File: src/hdl/host_port_pkg.sv
// Constants shared by the host port DSP-side datapath
package host_port_pkg;

	localparam int WORD_W = 24;
	localparam int BYTE_W = 8;
	localparam int VEC_W = 7;

	// DSP core register select
	localparam logic [1:0] SEL_CONTROL = 2'h0;
	localparam logic [1:0] SEL_STATUS = 2'h1;
	localparam logic [1:0] SEL_DATA = 2'h2;

	// dsp_port_control bit positions
	localparam int CTL_RX_IE = 0;
	localparam int CTL_TX_IE = 1;
	localparam int CTL_CMD_IE = 2;
	localparam int CTL_FLAG_A = 3;
	localparam int CTL_FLAG_B = 4;

	// dsp_port_status bit positions
	localparam int ST_RX_FULL = 0;
	localparam int ST_TX_EMPTY = 1;
	localparam int ST_CMD = 2;
	localparam int ST_FLAG_A = 3;
	localparam int ST_FLAG_B = 4;
	localparam int ST_DMA = 7;

	// Host byte map
	localparam logic [2:0] HA_CONTROL = 3'h0;
	localparam logic [2:0] HA_VECTOR = 3'h1;
	localparam logic [2:0] HA_STATUS = 3'h2;
	localparam logic [2:0] HA_IRQ_VEC = 3'h3;
	localparam logic [2:0] HA_HIGH = 3'h5;
	localparam logic [2:0] HA_MID = 3'h6;
	localparam logic [2:0] HA_LOW = 3'h7;

	// host_side_control bit positions
	localparam int HC_RX_REQ = 0;
	localparam int HC_TX_REQ = 1;
	localparam int HC_FLAG_A = 3;
	localparam int HC_FLAG_B = 4;
	localparam int HC_MODE_LO = 5;
	localparam int HC_MODE_HI = 6;
	localparam int HC_INIT = 7;

	// host_side_status bit positions
	localparam int HS_RX_FULL = 0;
	localparam int HS_TX_EMPTY = 1;
	localparam int HS_TX_READY = 2;
	localparam int HS_FLAG_A = 3;
	localparam int HS_FLAG_B = 4;
	localparam int HS_REQ = 7;

	// command_vector request bit
	localparam int CV_REQ = 7;

	// Transfer modes
	localparam logic [1:0] MODE_IRQ = 2'h0;
	localparam logic [1:0] MODE_DMA24 = 2'h1;
	localparam logic [1:0] MODE_DMA16 = 2'h2;
	localparam logic [1:0] MODE_DMA8 = 2'h3;
	localparam logic [1:0] DMA_CNT_LAST = 2'h3;

	localparam logic [1:0] CFG_OFF = 2'h0;
	localparam logic [7:0] IRQ_VEC_RST = 8'h0F;

	// Pin sample vector: ack_n, cs_n, rd_n, wr_n, select lines, data
	localparam int SYNC_W = 15;
	localparam logic [14:0] PIN_IDLE = 15'h7800;

endpackage

File: src/hdl/host_port_dsp_side_datapath.sv
// DSP-side datapath of the byte-wide parallel host port
`timescale 1ns/1ps
module host_port_dsp_side_datapath
	import host_port_pkg::*;
(
	input wire logic clk_i,
	input wire logic rstn_i,
	input wire logic soft_reset_i,
	input wire logic stop_reset_i,
	input wire logic [1:0] port_configuration_i,
	input wire logic [1:0] dsp_sel_i,
	input wire logic dsp_rd_i,
	input wire logic dsp_wr_i,
	input wire logic [WORD_W-1:0] dsp_wdata_i,
	output logic [WORD_W-1:0] dsp_rdata_o,
	input wire logic irq_ack_cmd_i,
	output logic receive_irq_o,
	output logic transmit_irq_o,
	output logic command_irq_o,
	output logic [VEC_W-1:0] command_vector_o,
	input wire logic [BYTE_W-1:0] host_data_i,
	output logic [BYTE_W-1:0] host_data_o,
	output logic host_data_oe_o,
	input wire logic [2:0] register_select_lines_i,
	input wire logic host_cs_n_i,
	input wire logic host_rd_n_i,
	input wire logic host_wr_n_i,
	input wire logic host_acknowledge_pin_n_i,
	output logic host_request_pin_n_o
);
	typedef struct packed {
		logic receive_irq_enable;
		logic transmit_irq_enable;
		logic command_irq_enable;
		logic dsp_to_host_flag_a;
		logic dsp_to_host_flag_b;
		logic dsp_receive_full;
		logic dsp_transmit_empty;
		logic host_receive_full;
		logic host_transmit_empty;
		logic command_pending;
		logic [VEC_W-1:0] command_vector;
		logic host_to_dsp_flag_a;
		logic host_to_dsp_flag_b;
		logic transfer_mode_low;
		logic transfer_mode_high;
		logic rx_req_enable;
		logic tx_req_enable;
		logic [BYTE_W-1:0] host_irq_vector;
		logic [1:0] dma_cnt;
		logic wr_prev;
		logic rd_prev;
		logic acc_dma;
		logic [2:0] acc_addr;
		logic [BYTE_W-1:0] wr_byte;
		logic [BYTE_W-1:0] host_out;
		logic host_oe;
		logic host_req_n;
		logic [WORD_W-1:0] rdata;
		logic rx_irq;
		logic tx_irq;
		logic cmd_irq;
	} state_t;

	// Data words carry no reset, so they sit apart from the flag state
	typedef struct packed {
		logic [WORD_W-1:0] dsp_receive_word;
		logic [WORD_W-1:0] dsp_transmit_word;
		logic [WORD_W-1:0] host_transmit_bytes;
		logic [WORD_W-1:0] host_receive_bytes;
	} data_t;

	state_t st_q;
	state_t st_d;
	data_t dt_q;
	data_t dt_d;

	logic [SYNC_W-1:0] pins_s;
	logic pin_ack_n;
	logic pin_cs_n;
	logic pin_rd_n;
	logic pin_wr_n;
	logic [2:0] pin_addr;
	logic [BYTE_W-1:0] pin_data;
	logic dma_on;
	logic dma_acc;
	logic wr_act;
	logic rd_act;
	logic wr_end;
	logic rd_end;
	logic [2:0] acc_addr;
	logic sync_rst;
	logic rx_move;
	logic tx_move;
	logic dsp_rx_rd;
	logic dsp_tx_wr;
	logic dsp_ctl_wr;

	////////////////////////////////////////////////////////////////////////
	function automatic logic [7:0] dsp_status(input state_t s);
		logic [7:0] v;
		v = 8'h00;
		v[ST_RX_FULL] = s.dsp_receive_full;
		v[ST_TX_EMPTY] = s.dsp_transmit_empty;
		v[ST_CMD] = s.command_pending;
		v[ST_FLAG_A] = s.host_to_dsp_flag_a;
		v[ST_FLAG_B] = s.host_to_dsp_flag_b;
		v[ST_DMA] = s.transfer_mode_low | s.transfer_mode_high;
		return v;
	endfunction

	function automatic logic host_req(input state_t s);
		return (s.rx_req_enable & s.host_receive_full) |
			(s.tx_req_enable & s.host_transmit_empty);
	endfunction

	function automatic logic [7:0] host_byte(input state_t s, input data_t d,
		input logic [2:0] a);
		logic [7:0] v;
		v = 8'h00;
		case (a)
			HA_CONTROL: begin
				v[HC_RX_REQ] = s.rx_req_enable;
				v[HC_TX_REQ] = s.tx_req_enable;
				v[HC_FLAG_A] = s.host_to_dsp_flag_a;
				v[HC_FLAG_B] = s.host_to_dsp_flag_b;
				v[HC_MODE_LO] = s.transfer_mode_low;
				v[HC_MODE_HI] = s.transfer_mode_high;
			end
			HA_VECTOR: v = {s.command_pending, s.command_vector};
			HA_STATUS: begin
				v[HS_RX_FULL] = s.host_receive_full;
				v[HS_TX_EMPTY] = s.host_transmit_empty;
				v[HS_TX_READY] = s.host_transmit_empty & ~s.dsp_receive_full;
				v[HS_FLAG_A] = s.dsp_to_host_flag_a;
				v[HS_FLAG_B] = s.dsp_to_host_flag_b;
				v[HS_REQ] = host_req(s);
			end
			HA_IRQ_VEC: v = s.host_irq_vector;
			HA_HIGH: v = d.host_receive_bytes[23:16];
			HA_MID: v = d.host_receive_bytes[15:8];
			HA_LOW: v = d.host_receive_bytes[7:0];
			default: v = 8'h00;
		endcase
		return v;
	endfunction

	////////////////////////////////////////////////////////////////////////
	// Host pins cross into the DSP clock before anything reads them
	pin_sync #(.W(SYNC_W), .IDLE(PIN_IDLE)) u_pin_sync (
		.clk_i(clk_i),
		.rstn_i(rstn_i),
		.async_i({host_acknowledge_pin_n_i, host_cs_n_i, host_rd_n_i,
			host_wr_n_i, register_select_lines_i, host_data_i}),
		.sync_o(pins_s)
	);

	assign pin_ack_n = pins_s[14];
	assign pin_cs_n = pins_s[13];
	assign pin_rd_n = pins_s[12];
	assign pin_wr_n = pins_s[11];
	assign pin_addr = pins_s[10:8];
	assign pin_data = pins_s[7:0];

	assign dma_on = st_q.transfer_mode_low | st_q.transfer_mode_high;
	// Acknowledge only selects a data byte while a DMA mode is on
	assign dma_acc = dma_on & ~pin_ack_n;
	assign wr_act = ~pin_wr_n & (~pin_cs_n | dma_acc);
	assign rd_act = ~pin_rd_n & (~pin_cs_n | dma_acc);
	assign wr_end = st_q.wr_prev & ~wr_act;
	assign rd_end = st_q.rd_prev & ~rd_act;
	// Counter stands in for the select lines during DMA
	assign acc_addr = dma_acc ? {1'b1, st_q.dma_cnt} : pin_addr;

	assign sync_rst = soft_reset_i | stop_reset_i |
		(port_configuration_i == CFG_OFF);
	// Each direction moves on its own flags only, so DMA in one
	// direction leaves the other free for polling
	assign rx_move = ~st_q.host_transmit_empty &
		~st_q.dsp_receive_full;
	assign tx_move = ~st_q.dsp_transmit_empty &
		~st_q.host_receive_full;
	assign dsp_rx_rd = dsp_rd_i & (dsp_sel_i == SEL_DATA);
	assign dsp_tx_wr = dsp_wr_i & (dsp_sel_i == SEL_DATA);
	assign dsp_ctl_wr = dsp_wr_i & (dsp_sel_i == SEL_CONTROL);

	////////////////////////////////////////////////////////////////////////
	always_comb begin
		st_d = st_q;
		dt_d = dt_q;
		st_d.wr_prev = wr_act;
		st_d.rd_prev = rd_act;
		if (wr_act) begin
			st_d.wr_byte = pin_data;
		end
		if (wr_act | rd_act) begin
			st_d.acc_addr = acc_addr;
			st_d.acc_dma = dma_acc;
		end
		// DSP side accesses
		if (dsp_ctl_wr) begin
			st_d.receive_irq_enable = dsp_wdata_i[CTL_RX_IE];
			st_d.transmit_irq_enable = dsp_wdata_i[CTL_TX_IE];
			st_d.command_irq_enable = dsp_wdata_i[CTL_CMD_IE];
			st_d.dsp_to_host_flag_a = dsp_wdata_i[CTL_FLAG_A];
			st_d.dsp_to_host_flag_b = dsp_wdata_i[CTL_FLAG_B];
		end
		if (dsp_tx_wr) begin
			dt_d.dsp_transmit_word = dsp_wdata_i;
			st_d.dsp_transmit_empty = 1'b0;
		end
		if (dsp_rx_rd) begin
			st_d.dsp_receive_full = 1'b0;
		end
		if (irq_ack_cmd_i) begin
			st_d.command_pending = 1'b0;
		end
		// Host writes land when the strobe ends
		if (wr_end) begin
			case (st_q.acc_addr)
				HA_CONTROL: begin
					st_d.rx_req_enable = st_q.wr_byte[HC_RX_REQ];
					st_d.tx_req_enable = st_q.wr_byte[HC_TX_REQ];
					st_d.host_to_dsp_flag_a = st_q.wr_byte[HC_FLAG_A];
					st_d.host_to_dsp_flag_b = st_q.wr_byte[HC_FLAG_B];
					st_d.transfer_mode_low = st_q.wr_byte[HC_MODE_LO];
					st_d.transfer_mode_high = st_q.wr_byte[HC_MODE_HI];
					if (st_q.wr_byte[HC_INIT]) begin
						st_d.dma_cnt = st_q.wr_byte[HC_MODE_HI:HC_MODE_LO];
						if (st_q.wr_byte[HC_TX_REQ]) begin
							st_d.host_transmit_empty = 1'b1;
							st_d.dsp_receive_full = 1'b0;
						end
						if (st_q.wr_byte[HC_RX_REQ]) begin
							st_d.host_receive_full = 1'b0;
							st_d.dsp_transmit_empty = 1'b1;
						end
					end
				end
				HA_VECTOR: begin
					// A host request in the acknowledge cycle wins
					st_d.command_vector = st_q.wr_byte[VEC_W-1:0];
					st_d.command_pending = st_q.wr_byte[CV_REQ];
				end
				HA_IRQ_VEC: st_d.host_irq_vector = st_q.wr_byte;
				HA_HIGH: dt_d.host_transmit_bytes[23:16] = st_q.wr_byte;
				HA_MID: dt_d.host_transmit_bytes[15:8] = st_q.wr_byte;
				HA_LOW: begin
					dt_d.host_transmit_bytes[7:0] = st_q.wr_byte;
					st_d.host_transmit_empty = 1'b0;
				end
				default: ;
			endcase
		end
		if (rd_end && st_q.acc_addr == HA_LOW) begin
			st_d.host_receive_full = 1'b0;
		end
		// Counter wraps to the mode value so words stay aligned
		if ((wr_end | rd_end) && st_q.acc_dma) begin
			if (st_q.dma_cnt == DMA_CNT_LAST) begin
				st_d.dma_cnt = {st_q.transfer_mode_high,
					st_q.transfer_mode_low};
			end else begin
				st_d.dma_cnt = st_q.dma_cnt + 2'h1;
			end
		end
		// Word moves come after the access clears, so a set wins over them; sync_rst comes last and clears
		if (rx_move) begin
			dt_d.dsp_receive_word = dt_q.host_transmit_bytes;
			st_d.dsp_receive_full = 1'b1;
			st_d.host_transmit_empty = 1'b1;
		end
		if (tx_move) begin
			dt_d.host_receive_bytes = dt_q.dsp_transmit_word;
			st_d.host_receive_full = 1'b1;
			st_d.dsp_transmit_empty = 1'b1;
		end
		if (sync_rst) begin
			st_d.dsp_receive_full = 1'b0;
			st_d.dsp_transmit_empty = 1'b1;
			st_d.host_receive_full = 1'b0;
			st_d.host_transmit_empty = 1'b1;
			st_d.command_pending = 1'b0;
			st_d.host_to_dsp_flag_a = 1'b0;
			st_d.host_to_dsp_flag_b = 1'b0;
			st_d.transfer_mode_low = 1'b0;
			st_d.transfer_mode_high = 1'b0;
			st_d.rx_req_enable = 1'b0;
			st_d.tx_req_enable = 1'b0;
			st_d.dma_cnt = MODE_IRQ;
			if (soft_reset_i) begin
				st_d.receive_irq_enable = 1'b0;
				st_d.transmit_irq_enable = 1'b0;
				st_d.command_irq_enable = 1'b0;
				st_d.dsp_to_host_flag_a = 1'b0;
				st_d.dsp_to_host_flag_b = 1'b0;
			end
		end
		// Registered request and interrupt outputs follow the next state; read data follows the current state
		if (dsp_rd_i) begin
			case (dsp_sel_i)
				SEL_CONTROL: st_d.rdata = {16'h0000, 3'h0,
					st_q.dsp_to_host_flag_b, st_q.dsp_to_host_flag_a,
					st_q.command_irq_enable, st_q.transmit_irq_enable,
					st_q.receive_irq_enable};
				SEL_STATUS: st_d.rdata = {16'h0000, dsp_status(st_q)};
				SEL_DATA: st_d.rdata = dt_q.dsp_receive_word;
				default: st_d.rdata = 24'h000000;
			endcase
		end
		st_d.host_oe = rd_act;
		st_d.host_out = rd_act ? host_byte(st_q, dt_q, acc_addr) : 8'h00;
		st_d.host_req_n = ~host_req(st_d);
		st_d.rx_irq = st_d.dsp_receive_full & st_d.receive_irq_enable;
		st_d.tx_irq = st_d.dsp_transmit_empty & st_d.transmit_irq_enable;
		st_d.cmd_irq = st_d.command_pending & st_d.command_irq_enable;
	end

	always_ff @(posedge clk_i or negedge rstn_i) begin
		if (!rstn_i) begin
			st_q <= '0;
			st_q.dsp_transmit_empty <= 1'b1;
			st_q.host_transmit_empty <= 1'b1;
			st_q.host_req_n <= 1'b1;
			st_q.host_irq_vector <= IRQ_VEC_RST;
		end else begin
			st_q <= st_d;
		end
	end

	// No reset here: the words survive every reset
	always_ff @(posedge clk_i) begin
		dt_q <= dt_d;
	end

	assign dsp_rdata_o = st_q.rdata;
	assign receive_irq_o = st_q.rx_irq;
	assign transmit_irq_o = st_q.tx_irq;
	assign command_irq_o = st_q.cmd_irq;
	assign command_vector_o = st_q.command_vector;
	assign host_data_o = st_q.host_out;
	assign host_data_oe_o = st_q.host_oe;
	assign host_request_pin_n_o = st_q.host_req_n;
endmodule

File: src/hdl/pin_sync.sv
// Two-stage synchroniser for the asynchronous host pins
`timescale 1ns/1ps
module pin_sync #(
	parameter int W = 1,
	parameter logic [W-1:0] IDLE = '0
) (
	input wire logic clk_i,
	input wire logic rstn_i,
	input wire logic [W-1:0] async_i,
	output logic [W-1:0] sync_o
);
	typedef struct packed {
		logic [W-1:0] first;
		logic [W-1:0] second;
	} sync_state_t;

	sync_state_t st_q;
	sync_state_t st_d;

	// First stage feeds only the second
	always_comb begin
		st_d.first = async_i;
		st_d.second = st_q.first;
	end

	always_ff @(posedge clk_i or negedge rstn_i) begin
		if (!rstn_i) begin
			st_q <= {IDLE, IDLE};
		end else begin
			st_q <= st_d;
		end
	end

	assign sync_o = st_q.second;
endmodule

File: config.mk
export PLATFORM = sky130hd
export DESIGN_NAME = host_port_dsp_side_datapath
export DESIGN_NICKNAME = d
export VERILOG_FILES = /design/src/hdl/host_port_pkg.sv /design/src/hdl/host_port_dsp_side_datapath.sv /design/src/hdl/pin_sync.sv
export SDC_FILE = /design/constraint.sdc
export NUM_CORES = 1
export LEC_CHECK = 0
export ABC_AREA = 1
export BUFFER_PORTS_ARGS = -buffer_cell sky130_fd_sc_hd__buf_2
export CAP_MARGIN = 20
export CORE_UTILIZATION = 25
export CTS_CLUSTER_SIZE = 28
export DETAILED_ROUTE_END_ITERATION = 12
export PLACE_DENSITY = 0.41
export SKIP_LAST_GASP = 1
export SLEW_MARGIN = 30
export SYNTH_ARGS = -nofsm -noshare
export SYNTH_HDL_FRONTEND = slang
export SYNTH_SLANG_ARGS = --single-unit
File: constraint.sdc
create_clock -name clk_i -period 2.4 [get_ports clk_i]
set_input_delay 0 -clock clk_i [delete_from_list [all_inputs] [get_ports clk_i]]
set_output_delay 0 -clock clk_i [all_outputs]
set_load 0.02 [all_outputs]
==> results of run 1 <==
## critical path, delay by kind of cell (launching register included)
family          cells  cell delay (ps)
simple gates        4              870
compound gates      3              630
flops               1              430
## stage by stage
stage	cells	utilization, %	instance area [sq um]	hold WS (ps)	setup WS (ps)
4_1_cts	1275	31.77	10130	40.02	381.1
5_1_grt	1275	31.77	10130	85.15	217.1
6_report	1275	31.77	10130	49.88	389.5
3_5_place_dp	1183	27.97	8916	63.53	396.2
2_1_floorplan	702	-	8199	-295.6	102.0
3_3_place_gp	1183	27.97	8916	64.04	415.1
## power breakdown
group          internal [uW]  total [uW]  switching [uW]
clock network           2000        3410            1410
logic                    250         703             452
registers               3980        4140             159
total                   6230        8250            2020
## flip-flops by register name, summed over array words and instances, names as in the netlist
name,flops
dt_q,96
u_pin_sync.st_d,15
st_q,39
dsp_rdata_o,24
host_data_o,8
host_data_oe_o,1
receive_irq_o,1
transmit_irq_o,1
host_request_pin_n_o,1
u_pin_sync.sync_o,15
command_irq_o,1
command_vector_o,7
## logic make-up after synthesis
family,synth area share [%]
and+or+nand+nor,17.43
DFF,69.88
buffers and inverters,7.630
AOI/OAI and AO/OA,4.914
adders and majority gates,0.1526
## metal layers
layer / wire length [um] / up-vias / global-route usage [%]
met5: 0 / - / 0
met4: 433 / 0 / 3.367
met3: 788 / 28 / 1.847
met2: 8863 / 102 / 18.98
met1: 9132 / 2514 / 16.91
li1: - / 2574 / -
## synthesized netlist by cell type
cell type / n / area (sq um)
sky130_fd_sc_hd__nand2_1: 153 / 574.3
sky130_fd_sc_hd__edfxtp_1: 96 / 2883
sky130_fd_sc_hd__o21ai_1: 11 / 55.05
sky130_fd_sc_hd__nor2_1: 50 / 187.7
sky130_fd_sc_hd__o22ai_1: 4 / 25.02
sky130_fd_sc_hd__dfrtp_1: 98 / 2452
sky130_fd_sc_hd__a21boi_0: 1 / 7.510
sky130_fd_sc_hd__inv_1: 47 / 176.4
sky130_fd_sc_hd__o21ai_2: 1 / 8.760
sky130_fd_sc_hd__inv_2: 2 / 7.510
sky130_fd_sc_hd__nor4_1: 1 / 6.260
sky130_fd_sc_hd__nand3_2: 1 / 10.01
sky130_fd_sc_hd__clkinv_4: 1 / 8.760
sky130_fd_sc_hd__nand3_4: 1 / 17.52
sky130_fd_sc_hd__ha_1: 1 / 12.51
sky130_fd_sc_hd__dfstp_2: 15 / 394.1
sky130_fd_sc_hd__nand2_4: 8 / 90.09
sky130_fd_sc_hd__nand4_1: 27 / 168.9
sky130_fd_sc_hd__nand2_2: 4 / 25.02
sky130_fd_sc_hd__buf_6: 4 / 45.04
sky130_fd_sc_hd__buf_1: 2 / 7.510
sky130_fd_sc_hd__nand3_1: 50 / 250.2
sky130_fd_sc_hd__o21ai_0: 40 / 200.2
sky130_fd_sc_hd__o21ai_4: 1 / 16.27
sky130_fd_sc_hd__nor3_1: 5 / 25.02
sky130_fd_sc_hd__a21oi_1: 13 / 65.06
sky130_fd_sc_hd__nor2_4: 6 / 67.56
sky130_fd_sc_hd__a21boi_1: 1 / 7.510
sky130_fd_sc_hd__buf_2: 7 / 35.03
sky130_fd_sc_hd__clkbuf_1: 4 / 15.01
sky130_fd_sc_hd__a21oi_2: 2 / 17.52
sky130_fd_sc_hd__buf_4: 44 / 330.3
sky130_fd_sc_hd__nor2_2: 1 / 6.260
## area by class of cell
class                   instances  area (sq um)
fillers                      3336         21750
flip-flops and latches        209          5729
multi-input cells             382          1852
repair buffers                155          1079
clock buffers                  36         696.9
well taps                     435         544.3
inverters                      50         192.7
clock inverters                 8         36.28
## worst min-delay path by stage
stage,from,endpoint,depth (start not counted)
after floorplan,rstn_i,command_irq_o$_DFF_PN0_,0
after global placement,rstn_i,dsp_rdata_o[22]$_DFFE_PN0P_,1
after detailed placement,rstn_i,dsp_rdata_o[22]$_DFFE_PN0P_,1
after CTS,stop_reset_i,st_q[74]$_DFF_PN0_,4
after global routing,stop_reset_i,st_q[74]$_DFF_PN0_,4
final,stop_reset_i,st_q[74]$_DFF_PN0_,4
==> impl_metrics.yaml, run 1 <==
setup_path:
  cp_data_arrival_time_ps: 2450
  type_of_origin_of_the_critical_path: "flip-flop"
  worstPathCellList: "o21ai_4, nand2_4, nor2_2, nand2_1, o21ai_1, nor2_1, a21oi_1"
  kind_of_critical_path: "flip-flop to flip-flop"
  reg2regPathDepth: 7
  crit_path_start: "st_q[63]$_DFFE_PN0P_"
  critPathRequiredTime_ps: 2840
  crit_fanout: 21
  timing.critical_path.to: "host_data_o[1]$_DFF_PN0_"
  critical_path.slowest_cell: "sky130_fd_sc_hd__dfrtp_1"
  regToRegEndpoint: "host_data_o[1]$_DFF_PN0_"
  timing.critical_path.to_type: "flip-flop"
  worst_path_largest_cell_delay_ps: 430
  reg2reg_setup_slack_ps: 390
  regToRegStartpoint: "st_q[63]$_DFFE_PN0P_"
cells_and_area:
  layout-drive-gt1-share_pct: 22.14
  flow.area_growth_from_synthesis_pct: 23.55
  mostFrequentLayoutCells: "sky130_fd_sc_hd__nand2_1, sky130_fd_sc_hd__dfrtp_1, sky130_fd_sc_hd__edfxtp_1"
  layout_commonest_cell: "sky130_fd_sc_hd__nand2_1"
  insertedDiodeCount: 0
  finalNetCount: 873
synth:
  post_synth.cell_area_avg_sq_um: 11.68
  netlist_area_sq_um: 8199
  synth_seq_area_share_pct: 69.88
  yosys.cell_types.count: 33
  yosysWarnings: 0
  synth_nets: 753
  syn-instance-count: 702
  ys_ff_latch: 209
floorplanning:
  fp.dieH_um: 183.1
  start_util_pct: 25.72
  rows: 65
  die-area_sq_um: 33520
  io_pins: 94
  dieWidth_um: 183.1
  placeableCoreArea_sq_um: 31880
cts:
  post_cts_resize_count: 0
  clk_pin_slew_worst_paths_ps: 60
  clk-insertion-delay-late_ps: 510
  cts.sink_count: 209
  tritoncts: "done"
  clockBufferDepth: 3
  h-tree-depth: 1
  count_of_buffers_added_by_post_cts_timing_repair_for_setup: 0
  cts_stage_hold_buffer_count: 48
  clk_root_buffer_cell: "sky130_fd_sc_hd__clkbuf_16"
  clock_buffers_created_by_tritoncts: 24
global_route:
  global_route.overflow_total: 0
  grt_first_pass_wirelength_um: 30970
  largest_net_degree_at_the_start_of_global_routing: 47
  antenna_found_initial: 0
  grt_util_all_layers_pct: 11.97
  via_count_of_the_first_global_routing_pass: 5449
timing:
  hold_viol: 0
  fin_skew_ps: 8.305
  slew_headroom_pct: 56.30
  final.min_clock_period_ps: 2010
  timing.final.crit_share_pct: 83.77
  timing.final.max_slew_violations: 0
  worstMarginPinSlew_ps: 655.5
  final.setup.tns_ps: 0
  fmax_mhz: 497.4
  rsz0062_at_grt: "no"
  setup_violations: 0
placement:
  io_buffer_count: 93
  place.detailed.hpwl_um: 13290
  gp_routability_congestion: 0.8076
job:
  max-cap-violations: 0
power_and_ir_drop:
  power.leakage_uw: 0.004359
  max-vdd-ir-drop_v: 0.0004167
  p_per_area_nw_per_um2: 814.5
  total_power_consumption_of_the_routed_design_uw: 8251
route:
  detailroute.via_count: 5218
  totalWireLength_um: 19220
  post-route-drc-count: 0
  vias_per_instance: 4.093
  routed_wl_per_cell_um: 15.07
  number_of_iterations_in_the_first_detailed_routing_pass: 4
  ant_nets: 0
  first_iter_violations: 261
min_path:
  path_class_of_the_lowest_slack_min_delay_path: "input pin to flip-flop"
status:
  status: "finished, final reports clean"
No activity file was read; power rests on OpenSTA's default activity.
==> run 2, diff against run 1 <==
- clock period: 2.4 -> 1.8 ns (I/O delays scaled with it)
==> run 2 against run 1 <==
Against the previous run:
- utilization increased by 1.8 points
- first-iteration DRC count increased by 18%
- sequential share of layout area down 3.0 points
- wire length is 4.5% higher
- clock skew increased by 1.4 ps
- clock-buffer cell count increased by 1
- total power grew 39%
- register-to-register slack lost 310 ps
- via count increased by 2.8%
- hold slack lost 2.0 ps
==> impl_metrics.yaml, run 2 (synthesis results as in run 1) <==
status:
  status: "finished, final reports clean"
setup_path:
  crit_fanout: 6
  critical_path.slowest_cell: "sky130_fd_sc_hd__dfrtp_1"
  reg2regPathDepth: 11
  reg2reg_setup_slack_ps: 80
  critPathRequiredTime_ps: 2180
  regToRegStartpoint: "st_q[63]$_DFFE_PN0P_"
  worst_path_largest_cell_delay_ps: 410
  regToRegEndpoint: "host_data_o[3]$_DFF_PN0_"
  critical_path.top_delay_family: "simple AND/OR/NAND/NOR gates"
  type_of_origin_of_the_critical_path: "flip-flop"
  kind_of_critical_path: "flip-flop to flip-flop"
  cp_num_buf_inv: 3
  worstPathCellList: "buf_6, nor2_2, nor2_1, nand2_1, nand2_4, buf_12, clkbuf_2, nand3_1, nand2_1, nor2_1, a21oi_1"
  timing.critical_path.to_type: "flip-flop"
  cp_data_arrival_time_ps: 2100
timing:
  slew_headroom_pct: 72.57
  fin_ws_ps: 77.69
  setup_violations: 0
  timing.final.max_slew_violations: 0
  timing.final.crit_share_pct: 95.68
  hold_viol: 0
  final.min_clock_period_ps: 1722
  fin_skew_ps: 9.676
  worstMarginPinSlew_ps: 410.0
  fmax_mhz: 580.6
route:
  post-route-drc-count: 0
  ant_nets: 0
  first_iter_violations: 308
  routed_wl_per_cell_um: 15.34
  number_of_iterations_in_the_first_detailed_routing_pass: 4
  vias_per_instance: 4.098
  detailroute.via_count: 5364
  totalWireLength_um: 20090
global_route:
  grt_util_all_layers_pct: 12.04
  largest_net_degree_at_the_start_of_global_routing: 67
  via_count_of_the_first_global_routing_pass: 5415
  grt_first_pass_wirelength_um: 31140
  antenna_found_initial: 0
  global_route.overflow_total: 0
cts:
  h-tree-depth: 1
  clk_pin_slew_worst_paths_ps: 60
  clk-insertion-delay-late_ps: 510
  clk_root_buffer_cell: "sky130_fd_sc_hd__clkbuf_16"
  tritoncts: "done"
  clockBufferDepth: 3
  cts.sink_count: 209
  clock_buffers_created_by_tritoncts: 24
cells_and_area:
  final_cell_count_no_fill: 1309
  layout_commonest_cell: "sky130_fd_sc_hd__nand2_1"
  final_cell_area_sq_um: 10700
  utilization_pct: 33.57
  layout-drive-gt1-share_pct: 27.00
  insertedDiodeCount: 0
  largest_reg_flops: 96
  multiInputGateArea_sq_um: 1999
  regMostFlops: "dt_q"
  flow.area_growth_from_synthesis_pct: 30.52
  mostFrequentLayoutCells: "sky130_fd_sc_hd__nand2_1, sky130_fd_sc_hd__dfrtp_1, sky130_fd_sc_hd__edfxtp_1"
  final-seq-area_sq_um: 5729
  finalNetCount: 907
  layout.filler_cells: 3263
floorplanning:
  io_pins: 94
  dieWidth_um: 183.1
  die-area_sq_um: 33520
  start_util_pct: 25.72
  fp.dieH_um: 183.1
  placeableCoreArea_sq_um: 31880
  rows: 65
placement:
  placed_cells_incl_taps: 1203
  gp_routability_congestion: 0.7784
  placedInstanceArea_sq_um: 9154
  io_buffer_count: 93
  place.detailed.hpwl_um: 13680
  pre_cts_slack_ps: 41.06
min_path:
  path_class_of_the_lowest_slack_min_delay_path: "input pin to asynchronous set/reset pin"
job:
  max-cap-violations: 0
power_and_ir_drop:
  total_power_consumption_of_the_routed_design_uw: 11490
  power.leakage_uw: 0.004582
  max-vdd-ir-drop_v: 0.0008141
  p_per_area_nw_per_um2: 1073
==> run 2: cell types whose count changed in the layout (fill, tap and decap cells not counted), moves of 3 or more <==
cell / before / now
sky130_fd_sc_hd__buf_4: 13 / 30
sky130_fd_sc_hd__buf_12: 2 / 7
sky130_fd_sc_hd__buf_6: 0 / 5
sky130_fd_sc_hd__nand2_1: 153 / 148
sky130_fd_sc_hd__clkinv_2: 5 / 1
sky130_fd_sc_hd__nand2_8: 0 / 4
sky130_fd_sc_hd__nor2_1: 47 / 43
sky130_fd_sc_hd__dlygate4sd3_1: 48 / 51
sky130_fd_sc_hd__nand2_2: 4 / 7
sky130_fd_sc_hd__nor2_2: 4 / 7
sky130_fd_sc_hd__nor3_1: 5 / 2
==> run 2: how the worst max path moves through the flow <==
stage	from	end	slack, ps	depth (start not counted)
after floorplan	st_q[63]$_DFFE_PN0P_	dt_q[32]$_DFFE_PP_	20	6
after global placement	u_pin_sync.sync_o[14]$_DFF_PN1_	host_data_o[1]$_DFF_PN0_	40	10
after detailed placement	u_pin_sync.sync_o[14]$_DFF_PN1_	host_data_o[1]$_DFF_PN0_	40	10
after CTS	u_pin_sync.sync_o[14]$_DFF_PN1_	host_data_o[1]$_DFF_PN0_	10	10
after global routing	st_q[64]$_DFFE_PN0P_	host_data_o[5]$_DFF_PN0_	-10	11
final	st_q[63]$_DFFE_PN0P_	host_data_o[3]$_DFF_PN0_	80	11
==> run 2: stage by stage <==
step	setup TNS [ps]	hold slack (ps)
2_1_floorplan	0	-295.6
6_report	0	47.90
3_3_place_gp	0	-163.1
5_1_grt	-13.70	72.16
4_1_cts	0	59.07
3_5_place_dp	0	-164.0
==> run 2: final cells by class <==
class                           instances  share of cell area, %
Sequential cell                       209                  53.54
Inverter                               50                  1.894
Timing Repair Buffer                  187                  13.29
Multi-Input combinational cell        384                  18.68
Clock buffer                           37                  6.641
Tap cell                              435                  5.086
Clock inverter                          7                 0.8652
==> run 2: timing repair <==
action / in CTS / in global routing
gates resized for setup: 0 / 30
buffers inserted: 0 / 8
setup endpoints to repair: 0 / 52
hold endpoints to repair: 182 / 0
hold buffers: 51 / 0
==> run 2: power by group <==
group,internal (uW),switching [uW],total (uW)
clock,3000,1900,4910
combinational,399,655,1050
sequential,5310,219,5530
==> run 2: worst min-delay path, stage by stage <==
cell	delay, ps
sky130_fd_sc_hd__dlygate4sd3_1	530
sky130_fd_sc_hd__buf_4	160
sky130_fd_sc_hd__buf_12	240
==> run 2: metal layers <==
metal	up-vias	track usage [%]	share of wire [%]
li1	2649	-	-
met1	2603	16.99	48
met2	85	19.18	46
met3	27	2.006	3.4
met4	0	3.000	2.1
met5	-	0	0
